===== src/pkg/xds_pkg.sv =====
package xds_pkg;
   // register offsets on the plain register port
   localparam logic [7:0] OFS_CLKCTL = 8'h00; // clock_control_reg
   localparam logic [7:0] OFS_MMAP = 8'h01;   // memory_map_reg
   localparam logic [7:0] OFS_TA = 8'h02;     // timed access key register
   localparam logic [7:0] OFS_PSEL = 8'h03;   // pointer select
   localparam logic [7:0] OFS_DP0L = 8'h04;   // data_pointer_zero low
   localparam logic [7:0] OFS_DP0H = 8'h05;   // data_pointer_zero high
   localparam logic [7:0] OFS_DP1L = 8'h06;   // data_pointer_one low
   localparam logic [7:0] OFS_DP1H = 8'h07;   // data_pointer_one high
   localparam logic [7:0] OFS_PORT2 = 8'h08;  // port 2 register, high address
   localparam logic [7:0] OFS_STATUS = 8'h09; // access engine status
   // field positions and reset values
   localparam int STRETCH_MSB = 2;
   localparam int STRETCH_LSB = 0;
   localparam logic [2:0] STRETCH_RST = 3'h1;
   localparam int WAIT_EN_BIT = 7;
   localparam int PSEL_BIT = 0;
   localparam logic [7:0] REG_RST = 8'h00;
   // status bit positions
   localparam int ST_BUSY = 0;
   localparam int ST_STROBE = 1;
   localparam int ST_WAITED = 2;
   localparam int ST_TA_OPEN = 3;
   // timed access unlock keys and window
   localparam logic [7:0] TA_KEY1 = 8'hAA;
   localparam logic [7:0] TA_KEY2 = 8'h55;
   localparam logic [2:0] TA_WINDOW = 3'h4;
   // clock states of a machine cycle
   localparam logic [1:0] PH_C1 = 2'h0;
   localparam logic [1:0] PH_C2 = 2'h1;
   localparam logic [1:0] PH_C3 = 2'h2;
   localparam logic [1:0] PH_C4 = 2'h3;
   // timing figures in clocks and machine cycles
   localparam logic [4:0] STROBE_S0_CLK = 5'h02;
   localparam logic [4:0] CLK_PER_STEP = 5'h04;
   localparam logic [6:0] CLK_PER_MC = 7'h04;
   localparam logic [6:0] MIN_MC = 7'h02;

   typedef enum logic [1:0] {XDS_IDLE, XDS_FETCH, XDS_ACCESS} xds_state_t;

   // strobe width in clocks for a stretch value
   function automatic logic [4:0] xds_strobe_clk(input logic [2:0] s);
      return (s == 3'h0) ? STROBE_S0_CLK : 5'(s) * CLK_PER_STEP;
   endfunction

   // whole move length in clocks, opcode fetch included
   function automatic logic [6:0] xds_total_clk(input logic [2:0] s);
      return (7'(s) + MIN_MC) * CLK_PER_MC;
   endfunction
endpackage


===== src/core/xds_engine.sv =====
// Design decisions made here: the address-and-strobe port and the register offsets.
`timescale 1ns/1ps
////////////////////////////////////////////////////////////////////////////
// Overview of operation
// fetch cycle first, then address and access
// stretch field in clock control bits 2-0
// move lasts stretch plus two machine cycles
// stretch resets to one, three cycles
// only external moves are lengthened
// strobe two clocks, else four per step
// wait input works only when enabled
// stretch sets minimum, waits only lengthen
// wait sampled in third clock state
// active wait adds one machine cycle
// waits unlimited, peripheral must release
// wait shares auxiliary port bit zero
// wait enable written only after unlock
// machine cycle is four clock states
// indirect form: port2 high, register low
// pointer form: selected sixteen-bit pointer
// peripheral pulls wait low, then releases
// address and strobe steady through waits
module xds_engine #(
   parameter bit HAS_AUX_PORT = 1'b1 // package exposes auxiliary port
) (
   input wire logic clock,
   input wire logic nrst,
   // register port
   input wire logic [7:0] reg_addr,
   input wire logic [7:0] reg_wdata,
   input wire logic reg_wr,
   input wire logic reg_rd,
   output logic [7:0] reg_rdata,
   // core side
   input wire logic core_req,
   input wire logic core_write,
   input wire logic core_ptr_form,
   input wire logic [7:0] core_ri_low,
   input wire logic [7:0] core_wdata,
   output logic core_busy,
   output logic core_hold,
   output logic core_done,
   output logic [7:0] core_rdata,
   // external memory pins
   output logic [15:0] ext_addr,
   output logic rd_n,
   output logic wr_n,
   input wire logic [7:0] ext_data_i,
   output logic [7:0] ext_data_o,
   output logic ext_data_oe,
   input wire logic aux_port_bit0
);
   ////////////////////////////////////////////////////////////////////////
   // clock states and pin synchronisers
   logic [1:0] phase; // current clock state
   logic wait_n_s; // synchronised wait pin, low asks for time
   logic [7:0] data_s; // synchronised data bus

   xds_phase u_phase (
      .clock(clock),
      .nrst(nrst),
      .phase(phase)
   );
   xds_sync #(.W(1), .INIT(1'b1)) u_wait_sync (
      .clock(clock),
      .nrst(nrst),
      .d(aux_port_bit0),
      .q(wait_n_s)
   );
   xds_sync #(.W(8), .INIT(8'h00)) u_data_sync (
      .clock(clock),
      .nrst(nrst),
      .d(ext_data_i),
      .q(data_s)
   );

   ////////////////////////////////////////////////////////////////////////
   // registers
   logic [2:0] stretch_field; // access length setting
   logic wait_enable_bit; // hardware wait allowed
   logic pointer_select_bit; // picks pointer one when set
   logic [15:0] data_pointer_zero;
   logic [15:0] data_pointer_one;
   logic [7:0] port2; // high address for indirect form
   logic ta_armed; // first key seen
   logic [2:0] ta_count; // unlock window remaining
   logic waited; // last access saw a wait cycle

   // engine state
   xds_pkg::xds_state_t state;
   logic [2:0] mc; // machine cycle index inside access, saturates
   logic [2:0] s_l; // stretch latched for this move
   logic wr_l; // this move is a write
   logic strobe; // either strobe active
   logic ending; // strobe released, finish at C4

   // write decode
   wire wr_mmap = reg_wr && reg_addr == xds_pkg::OFS_MMAP;
   wire wr_ta = reg_wr && reg_addr == xds_pkg::OFS_TA;
   wire ta_open = ta_count != 3'h0;
   wire [7:0] status = {4'h0, ta_open, waited, strobe, core_busy};
   // read select, unmapped offsets read zero
   wire [7:0] rd_sel =
      reg_addr == xds_pkg::OFS_CLKCTL ? {5'h00, stretch_field} :
      reg_addr == xds_pkg::OFS_MMAP ? {wait_enable_bit, 7'h00} :
      reg_addr == xds_pkg::OFS_PSEL ? {7'h00, pointer_select_bit} :
      reg_addr == xds_pkg::OFS_DP0L ? data_pointer_zero[7:0] :
      reg_addr == xds_pkg::OFS_DP0H ? data_pointer_zero[15:8] :
      reg_addr == xds_pkg::OFS_DP1L ? data_pointer_one[7:0] :
      reg_addr == xds_pkg::OFS_DP1H ? data_pointer_one[15:8] :
      reg_addr == xds_pkg::OFS_PORT2 ? port2 :
      reg_addr == xds_pkg::OFS_STATUS ? status : 8'h00;

   // read data one cycle after the strobe, zero otherwise
   always_ff @(posedge clock) begin
      if (!nrst) begin
         reg_rdata <= 8'h00;
      end else begin
         reg_rdata <= reg_rd ? rd_sel : 8'h00;
      end
   end

   // plain software registers
   always_ff @(posedge clock) begin
      if (!nrst) begin
         stretch_field <= xds_pkg::STRETCH_RST;
         pointer_select_bit <= 1'b0;
         data_pointer_zero <= {xds_pkg::REG_RST, xds_pkg::REG_RST};
         data_pointer_one <= {xds_pkg::REG_RST, xds_pkg::REG_RST};
         port2 <= xds_pkg::REG_RST;
      end else if (reg_wr) begin
         unique case (reg_addr)
            xds_pkg::OFS_CLKCTL: stretch_field <=
               reg_wdata[xds_pkg::STRETCH_MSB:xds_pkg::STRETCH_LSB];
            xds_pkg::OFS_PSEL:
               pointer_select_bit <= reg_wdata[xds_pkg::PSEL_BIT];
            xds_pkg::OFS_DP0L: data_pointer_zero[7:0] <= reg_wdata;
            xds_pkg::OFS_DP0H: data_pointer_zero[15:8] <= reg_wdata;
            xds_pkg::OFS_DP1L: data_pointer_one[7:0] <= reg_wdata;
            xds_pkg::OFS_DP1H: data_pointer_one[15:8] <= reg_wdata;
            xds_pkg::OFS_PORT2: port2 <= reg_wdata;
            default: ;
         endcase
      end
   end

   // timed access: key1 then key2 opens a short window for the wait bit
   always_ff @(posedge clock) begin
      if (!nrst) begin
         ta_armed <= 1'b0;
         ta_count <= 3'h0;
         wait_enable_bit <= 1'b0;
      end else begin
         ta_armed <= wr_ta && reg_wdata == xds_pkg::TA_KEY1;
         if (wr_mmap && ta_open) begin
            wait_enable_bit <= reg_wdata[xds_pkg::WAIT_EN_BIT];
            ta_count <= 3'h0; // one write per unlock
         end else if (wr_ta && ta_armed &&
                      reg_wdata == xds_pkg::TA_KEY2) begin
            ta_count <= xds_pkg::TA_WINDOW;
         end else if (ta_open) begin
            ta_count <= ta_count - 3'h1;
         end
      end
   end

   ////////////////////////////////////////////////////////////////////////
   // access sequencer
   // wait works only when enabled and the pin exists on this package
   wire wait_on = wait_enable_bit && HAS_AUX_PORT;
   wire at_c3 = phase == xds_pkg::PH_C3;
   wire at_c4 = phase == xds_pkg::PH_C4;
   wire in_fetch = state == xds_pkg::XDS_FETCH;
   wire in_access = state == xds_pkg::XDS_ACCESS;
   wire final_mc = in_access && mc == s_l;
   // sample point; no upper bound on how often it extends
   wire extend = final_mc && at_c3 && wait_on && !wait_n_s;
   // strobe opens at C2 for stretch zero, else at C4 of first cycle
   wire [1:0] open_ph = (s_l == 3'h0) ? xds_pkg::PH_C1 : xds_pkg::PH_C3;
   wire strobe_on = in_access && mc == 3'h0 && phase == open_ph;
   wire strobe_off = final_mc && at_c3 && !extend;
   // address source: pointer form or port2 plus working register
   wire [15:0] ptr = pointer_select_bit ? data_pointer_one :
                     data_pointer_zero;
   wire [15:0] ind = {port2, core_ri_low};
   wire [15:0] next_addr = core_ptr_form ? ptr : ind;
   wire load_addr = in_fetch && at_c4;
   wire finish = in_access && at_c4 && ending;

   // state register; a request is taken at C4, fetch runs C1 to C4
   always_ff @(posedge clock) begin
      if (!nrst) begin
         state <= xds_pkg::XDS_IDLE;
      end else begin
         unique case (state)
            xds_pkg::XDS_IDLE: if (core_req && at_c4) begin
               state <= xds_pkg::XDS_FETCH;
            end
            xds_pkg::XDS_FETCH: if (at_c4) begin
               state <= xds_pkg::XDS_ACCESS;
            end
            xds_pkg::XDS_ACCESS: if (finish) begin
               state <= xds_pkg::XDS_IDLE;
            end
         endcase
      end
   end

   // per move latches; stretch is frozen so software cannot skew a move
   always_ff @(posedge clock) begin
      if (!nrst) begin
         s_l <= xds_pkg::STRETCH_RST;
         wr_l <= 1'b0;
         ext_data_o <= 8'h00;
      end else if (state == xds_pkg::XDS_IDLE && core_req && at_c4) begin
         s_l <= stretch_field;
         wr_l <= core_write;
         ext_data_o <= core_wdata;
      end
   end

   // machine cycle index, held at the final value during waits
   always_ff @(posedge clock) begin
      if (!nrst) begin
         mc <= 3'h0;
      end else if (load_addr || finish) begin
         mc <= 3'h0;
      end else if (in_access && at_c4 && mc != s_l) begin
         mc <= mc + 3'h1;
      end
   end

   // strobe and ending flag
   always_ff @(posedge clock) begin
      if (!nrst) begin
         strobe <= 1'b0;
         ending <= 1'b0;
      end else begin
         strobe <= strobe_on || (strobe && !strobe_off);
         ending <= strobe_off || (ending && !finish);
      end
   end

   // wait history for the status register
   always_ff @(posedge clock) begin
      if (!nrst) begin
         waited <= 1'b0;
      end else if (load_addr) begin
         waited <= 1'b0;
      end else if (extend) begin
         waited <= 1'b1;
      end
   end

   // pins and core handshake, all registered
   always_ff @(posedge clock) begin
      if (!nrst) begin
         ext_addr <= 16'h0000;
         rd_n <= 1'b1;
         wr_n <= 1'b1;
         ext_data_oe <= 1'b0;
         core_busy <= 1'b0;
         core_hold <= 1'b0;
         core_done <= 1'b0;
         core_rdata <= 8'h00;
      end else begin
         if (load_addr) begin
            ext_addr <= next_addr;
         end
         rd_n <= !(!wr_l && (strobe_on || (strobe && !strobe_off)));
         wr_n <= !(wr_l && (strobe_on || (strobe && !strobe_off)));
         ext_data_oe <= wr_l && (load_addr || (in_access && !finish));
         core_busy <= (state == xds_pkg::XDS_IDLE) ? core_req && at_c4
                      : !finish;
         // core frozen beyond the normal second machine cycle; at stretch zero only in C1 of each added cycle
         core_hold <= in_access && !finish &&
                      (at_c4 || mc != 3'h0);
         core_done <= finish;
         // data path lags two clocks, so take it as the move ends
         if (finish && !wr_l) begin
            core_rdata <= data_s;
         end
      end
   end

   ////////////////////////////////////////////////////////////////////////
   // checks
   logic [6:0] move_clk; // clocks since fetch began
   logic [4:0] strobe_clk; // clocks of current strobe
   always_ff @(posedge clock) begin
      if (!nrst) begin
         move_clk <= 7'h00;
         strobe_clk <= 5'h00;
      end else begin
         move_clk <= (state == xds_pkg::XDS_IDLE) ? 7'h00 : move_clk + 7'h1;
         strobe_clk <= strobe ? strobe_clk + 5'h01 : 5'h00;
      end
   end

   a_fetch_len: assert property (@(posedge clock) disable iff (!nrst)
      $rose(in_fetch) |-> in_fetch [*4] ##1 in_access)
      else $error("fetch cycle not four clocks");
   a_stretch_reset: assert property (@(posedge clock)
      disable iff (!nrst) $rose(nrst) |->
      stretch_field == xds_pkg::STRETCH_RST)
      else $error("stretch not one after reset");
   a_move_len: assert property (@(posedge clock) disable iff (!nrst)
      finish && !waited |-> move_clk + 7'h1 == xds_pkg::xds_total_clk(s_l))
      else $error("move length wrong");
   a_move_min: assert property (@(posedge clock) disable iff (!nrst)
      finish |-> move_clk + 7'h1 >= xds_pkg::xds_total_clk(s_l))
      else $error("move shorter than stretch");
   a_strobe_width: assert property (@(posedge clock)
      disable iff (!nrst) $fell(strobe) && !waited |->
      $past(strobe_clk) + 5'h01 == xds_pkg::xds_strobe_clk(s_l))
      else $error("strobe width wrong");
   a_nowait_end: assert property (@(posedge clock) disable iff (!nrst)
      final_mc && at_c3 && !wait_on |=> !strobe ##1 !in_access)
      else $error("access not ended without wait");
   a_wait_extend: assert property (@(posedge clock) disable iff (!nrst)
      extend |=> strobe [*4])
      else $error("wait did not add a cycle");
   a_wait_lock: assert property (@(posedge clock) disable iff (!nrst)
      $changed(wait_enable_bit) |-> $past(ta_open && wr_mmap))
      else $error("wait enable changed while locked");
   a_addr_stable: assert property (@(posedge clock) disable iff (!nrst)
      strobe && $past(strobe) |-> $stable(ext_addr))
      else $error("address moved under strobe");
   a_hold_only: assert property (@(posedge clock) disable iff (!nrst)
      core_hold |-> $past(in_access))
      else $error("hold outside external move");
   a_phase_order: assert property (@(posedge clock) disable iff (!nrst)
      at_c4 |=> phase == xds_pkg::PH_C1)
      else $error("clock state order broken");
endmodule


===== src/core/xds_phase.sv =====
`timescale 1ns/1ps
// free running clock state counter, C1 to C4
module xds_phase (
   input wire logic clock,
   input wire logic nrst,
   output logic [1:0] phase
);
   // wraps naturally after C4 back to C1
   always_ff @(posedge clock) begin
      if (!nrst) begin
         phase <= xds_pkg::PH_C1;
      end else begin
         phase <= phase + 2'h1;
      end
   end
endmodule


===== src/core/xds_sync.sv =====
`timescale 1ns/1ps
// two flop synchroniser for pin inputs
module xds_sync #(
   parameter int W = 1,
   parameter logic [W-1:0] INIT = '0
) (
   input wire logic clock,
   input wire logic nrst,
   input wire logic [W-1:0] d,
   output logic [W-1:0] q
);
   logic [W-1:0] meta; // first stage, read only by q

   always_ff @(posedge clock) begin
      if (!nrst) begin
         meta <= INIT;
         q <= INIT;
      end else begin
         meta <= d;
         q <= meta;
      end
   end
endmodule


===== config.mk =====
export PLATFORM = sky130hd
export DESIGN_NAME = xds_engine
export DESIGN_NICKNAME = d
export VERILOG_FILES = /design/src/pkg/xds_pkg.sv /design/src/core/xds_engine.sv /design/src/core/xds_phase.sv /design/src/core/xds_sync.sv
export SDC_FILE = /design/constraint.sdc
export NUM_CORES = 1
export LEC_CHECK = 0
export ABC_CLOCK_PERIOD_IN_PS = 2900
export BUFFER_PORTS_ARGS = -buffer_cell sky130_fd_sc_hd__buf_2
export CORE_MARGIN = 2
export CORE_UTILIZATION = 40
export DETAILED_ROUTE_END_ITERATION = 6
export GPL_ROUTABILITY_DRIVEN = 0
export RECOVER_POWER = 50
export SLEW_MARGIN = 30
export SYNTH_ARGS = -nofsm -noshare
export SYNTH_HDL_FRONTEND = slang
export SYNTH_HIERARCHICAL = 1
export SYNTH_SLANG_ARGS = --single-unit

===== constraint.sdc =====
create_clock -name clock -period 2.9 [get_ports clock]
set_input_delay 0.145 -clock clock [delete_from_list [all_inputs] [get_ports clock]]
set_output_delay 0.145 -clock clock [all_outputs]
set_load 0.03 [all_outputs]

==> impl_results.md <==
- Post-synth ARST share: 0
- Register area share after synthesis: 0.447
- Num CTS Buffers: 17
- Status: finished, violations left
- Sw frac: 0.223
- Root Driver: clkbuf_16
- Number of setup violations in the final report: 0
- Final hold vios: 0
- First-pass DRT Iterations: 5
- DR WL/cell: 16.7 um
- Die outline height: 123 um
- Mapped Area: 5690 um2
- Mapped Avg Cell Area: 9.61 um2
- H-tree depth reported by CTS: 4
- Total number of vias: 4644
- Buffer levels on the longest clock path: 2
- Leak: 0.00278 uW
- DR vias/cell: 5.24
- Largest net degree at the start of global routing: 109
- Max Freq: 459 MHz
- Vias in the first global route: 4341
- CP max FO: 4
- Total power: 4450 uW
- PostCTS Resize Cnt: 0
- Combinational fraction of design power: 0.079
- First-pass GRT wire length: 23.1 mm
- Worst Tran Pin Value: 1.70 ns
- Dominant synthesized flop cell: dfxtp_1
- CTS tree: built
- Most instantiated cells after synthesis: 127 x dfxtp_1, 72 x mux2i_1, 71 x nor2b_1, 43 x nand2_1, 33 x nor2_1
- Initial DRC count: 350
- Final worst-path cycle share: 0.751
- Area grow syn2layout: 23.5%
- Clk pin slew, worst setup/hold paths: 0.06 ns
- Final Skew: 0.00934 ns
- Max Transition Viols Final: 109
- Relative slew slack: -0.136
- Share of power burned in registers: 0.407
- Fraction of layout cells with a size suffix above 1: 0.161
- Clk sinks: 127
- Die ar.: 15200 um2
- IO buf count: 93
- Req. time, crit path: 3.12 ns
- # IOs: 94
- Violated checks: max-capacitance violations, max-slew violations
- Net switching power: 992 uW
- Fin nets: 750
- HPWL Detailed: 10.0 mm
- Yosys warns: 6
- Total GRT Usage: 0.200
- Arr. time, crit path: 2.40 ns
- Number of antenna violations at the first check in global routing: 1
- Post-synth EDFFs: 0
- Final min period: 2.18 ns
- DRC: 0
- Seq cells post-synth: 127
- Final ANT Viol Nets: 0
- Unrepaired setup endpoints after global routing: false
- Critical path class: reg2reg
- Starting density of the core: 0.410
- Final WL: 14.8 mm
- Reg2reg setup slack: 0.72 ns
- Std cell rows: 43
- Pwr dens: 632 nW/um2
- Yosys top cell area share: 0.447
- Max VDD drop: 0.000504 V
- Die X: 123 um
- Clk_lat worst skew: 0.41 ns
- Crit. End Element: flip-flop
- Total gr overflow: 0
- Clock power frac: 0.514
- Core region area: 13900 um2
- Sum Neg Setup Slack: 0 ns
- Critical Path Source Type: flip-flop
- Power Internal: 3450 uW
- Most common cell in the netlist: dfxtp_1
- Worst Hold Class: in2reg
- Distinct cells, synth: 63
- Leading area contributor after synthesis: dfxtp_1
- Max-Cap Viols: 1
- Synthesized net count: 648
- Top cells by area, synth: dfxtp_1 45%, mux2i_1 13%, nor2b_1 7.8%
- Mapped Cells: 592
==> path summary, 6_finish.rpt <==
| path | startpoint | cells after the start | endpoint |
|---|---|---|---|
| max | s_l[2] | 4 | rd_n |
| min | core_wdata[5] | 3 | ext_data_o[5] |
| max reg2reg | s_l[2] | 4 | rd_n |
| min reg2reg | u_wait_sync/meta | 1 | u_wait_sync/q |
==> per-layer routing <==
metal | wire [um] | global-route usage
met1 | 6980 | 0.268
met5 | 0 | 0
met4 | 255 | 0.0788
met2 | 6540 | 0.296
met3 | 1020 | 0.0710
==> logic make-up after synthesis <==
kind of cell,after synthesis,synth area share
muxes,82,0.152
xor gates and xnor gates,6,0.00923
buffers and inverters,53,0.0385
DFF,127,0.447
adders and majority gates,8,0.0176
AOI/OAI and AO/OA,94,0.117
and+or+nand+nor,222,0.219
==> worst max-delay path: stages, from the launching register on <==
cell	delay [ns]
dfxtp_1	0.34
or4_1	0.53
a2111oi_0	0.84
and2_1	0.23
a41oi_1	0.04
==> sequential cells by signal, summed over array words and instances (netlist names), 2 cells and up <==
register           cells
reg_rdata              8
port2                  8
u_data_sync/meta       8
data_pointer_zero     16
state                  2
u_data_sync/q          8
ext_data_o             8
stretch_field          3
data_pointer_one      16
ext_addr              16
core_rdata             8
ta_count               3
mc                     3
s_l                    3
u_phase/phase          2
==> placed cells by master, fill, tap and decap left out, drive strengths merged, types with 5 or more instances in the layout <==
master / netlist / final
and2: 19 / 19
mux2: 7 / 7
mux2i: 72 / 72
nand2b: 6 / 6
a21boi: 12 / 12
o21ai: 5 / 5
nor2: 33 / 33
ha: 8 / 8
nand2: 43 / 43
a21oi: 26 / 26
and3: 5 / 5
nor2b: 71 / 71
nor3: 7 / 7
dfxtp: 127 / 127
dlygate4sd3: 0 / 17
inv: 15 / 15
nand3: 8 / 8
nand4: 5 / 5
buf: 7 / 52
clkbuf: 31 / 73
a211oi: 16 / 16
==> metrics by stage <==
stage	cells	instance area [um2]	worst slack, ns	util	hold slack [ns]
2_1_floorplan	592	5690	1.04	-	0.218
3_3_place_gp	838	6300	0.834	0.454	0.339
3_5_place_dp	838	6300	0.827	0.454	0.339
4_1_cts	886	7110	0.820	0.512	0.00465
5_1_grt	887	7030	0.535	0.506	0.0226
6_report	887	7030	0.723	0.506	0.0292
==> timing repair <==
item                                    4_1_cts  5_1_grt
hold endpoints to repair                     17        0
hold buffers                                 17        0
endpoints found under the setup margin        0        0
buffers inserted                              0        0
==> cell type report <==
| class | count | area (um2) |
|---|---|---|
| flip-flops and latches | 127 | 2540 |
| clock inverters | 10 | 159 |
| well taps | 180 | 225 |
| clock buffers | 21 | 480 |
| repair buffers | 121 | 642 |
| multi-input cells | 412 | 2920 |
| fillers | 1313 | 6850 |
| inverters | 15 | 56.3 |
| diodes | 1 | 2.50 |
==> power groups by stage <==
stage / clock [uW] / combinational [uW] / sequential [uW]
2_1_floorplan: 0 / 225 / 1850
3_3_place_gp: 0 / 324 / 1840
3_5_place_dp: 0 / 334 / 1850
4_1_cts: 2330 / 356 / 1810
5_1_grt: 2410 / 390 / 1810
6_report: 2290 / 353 / 1810
No activity file was read; power rests on OpenSTA's default activity.
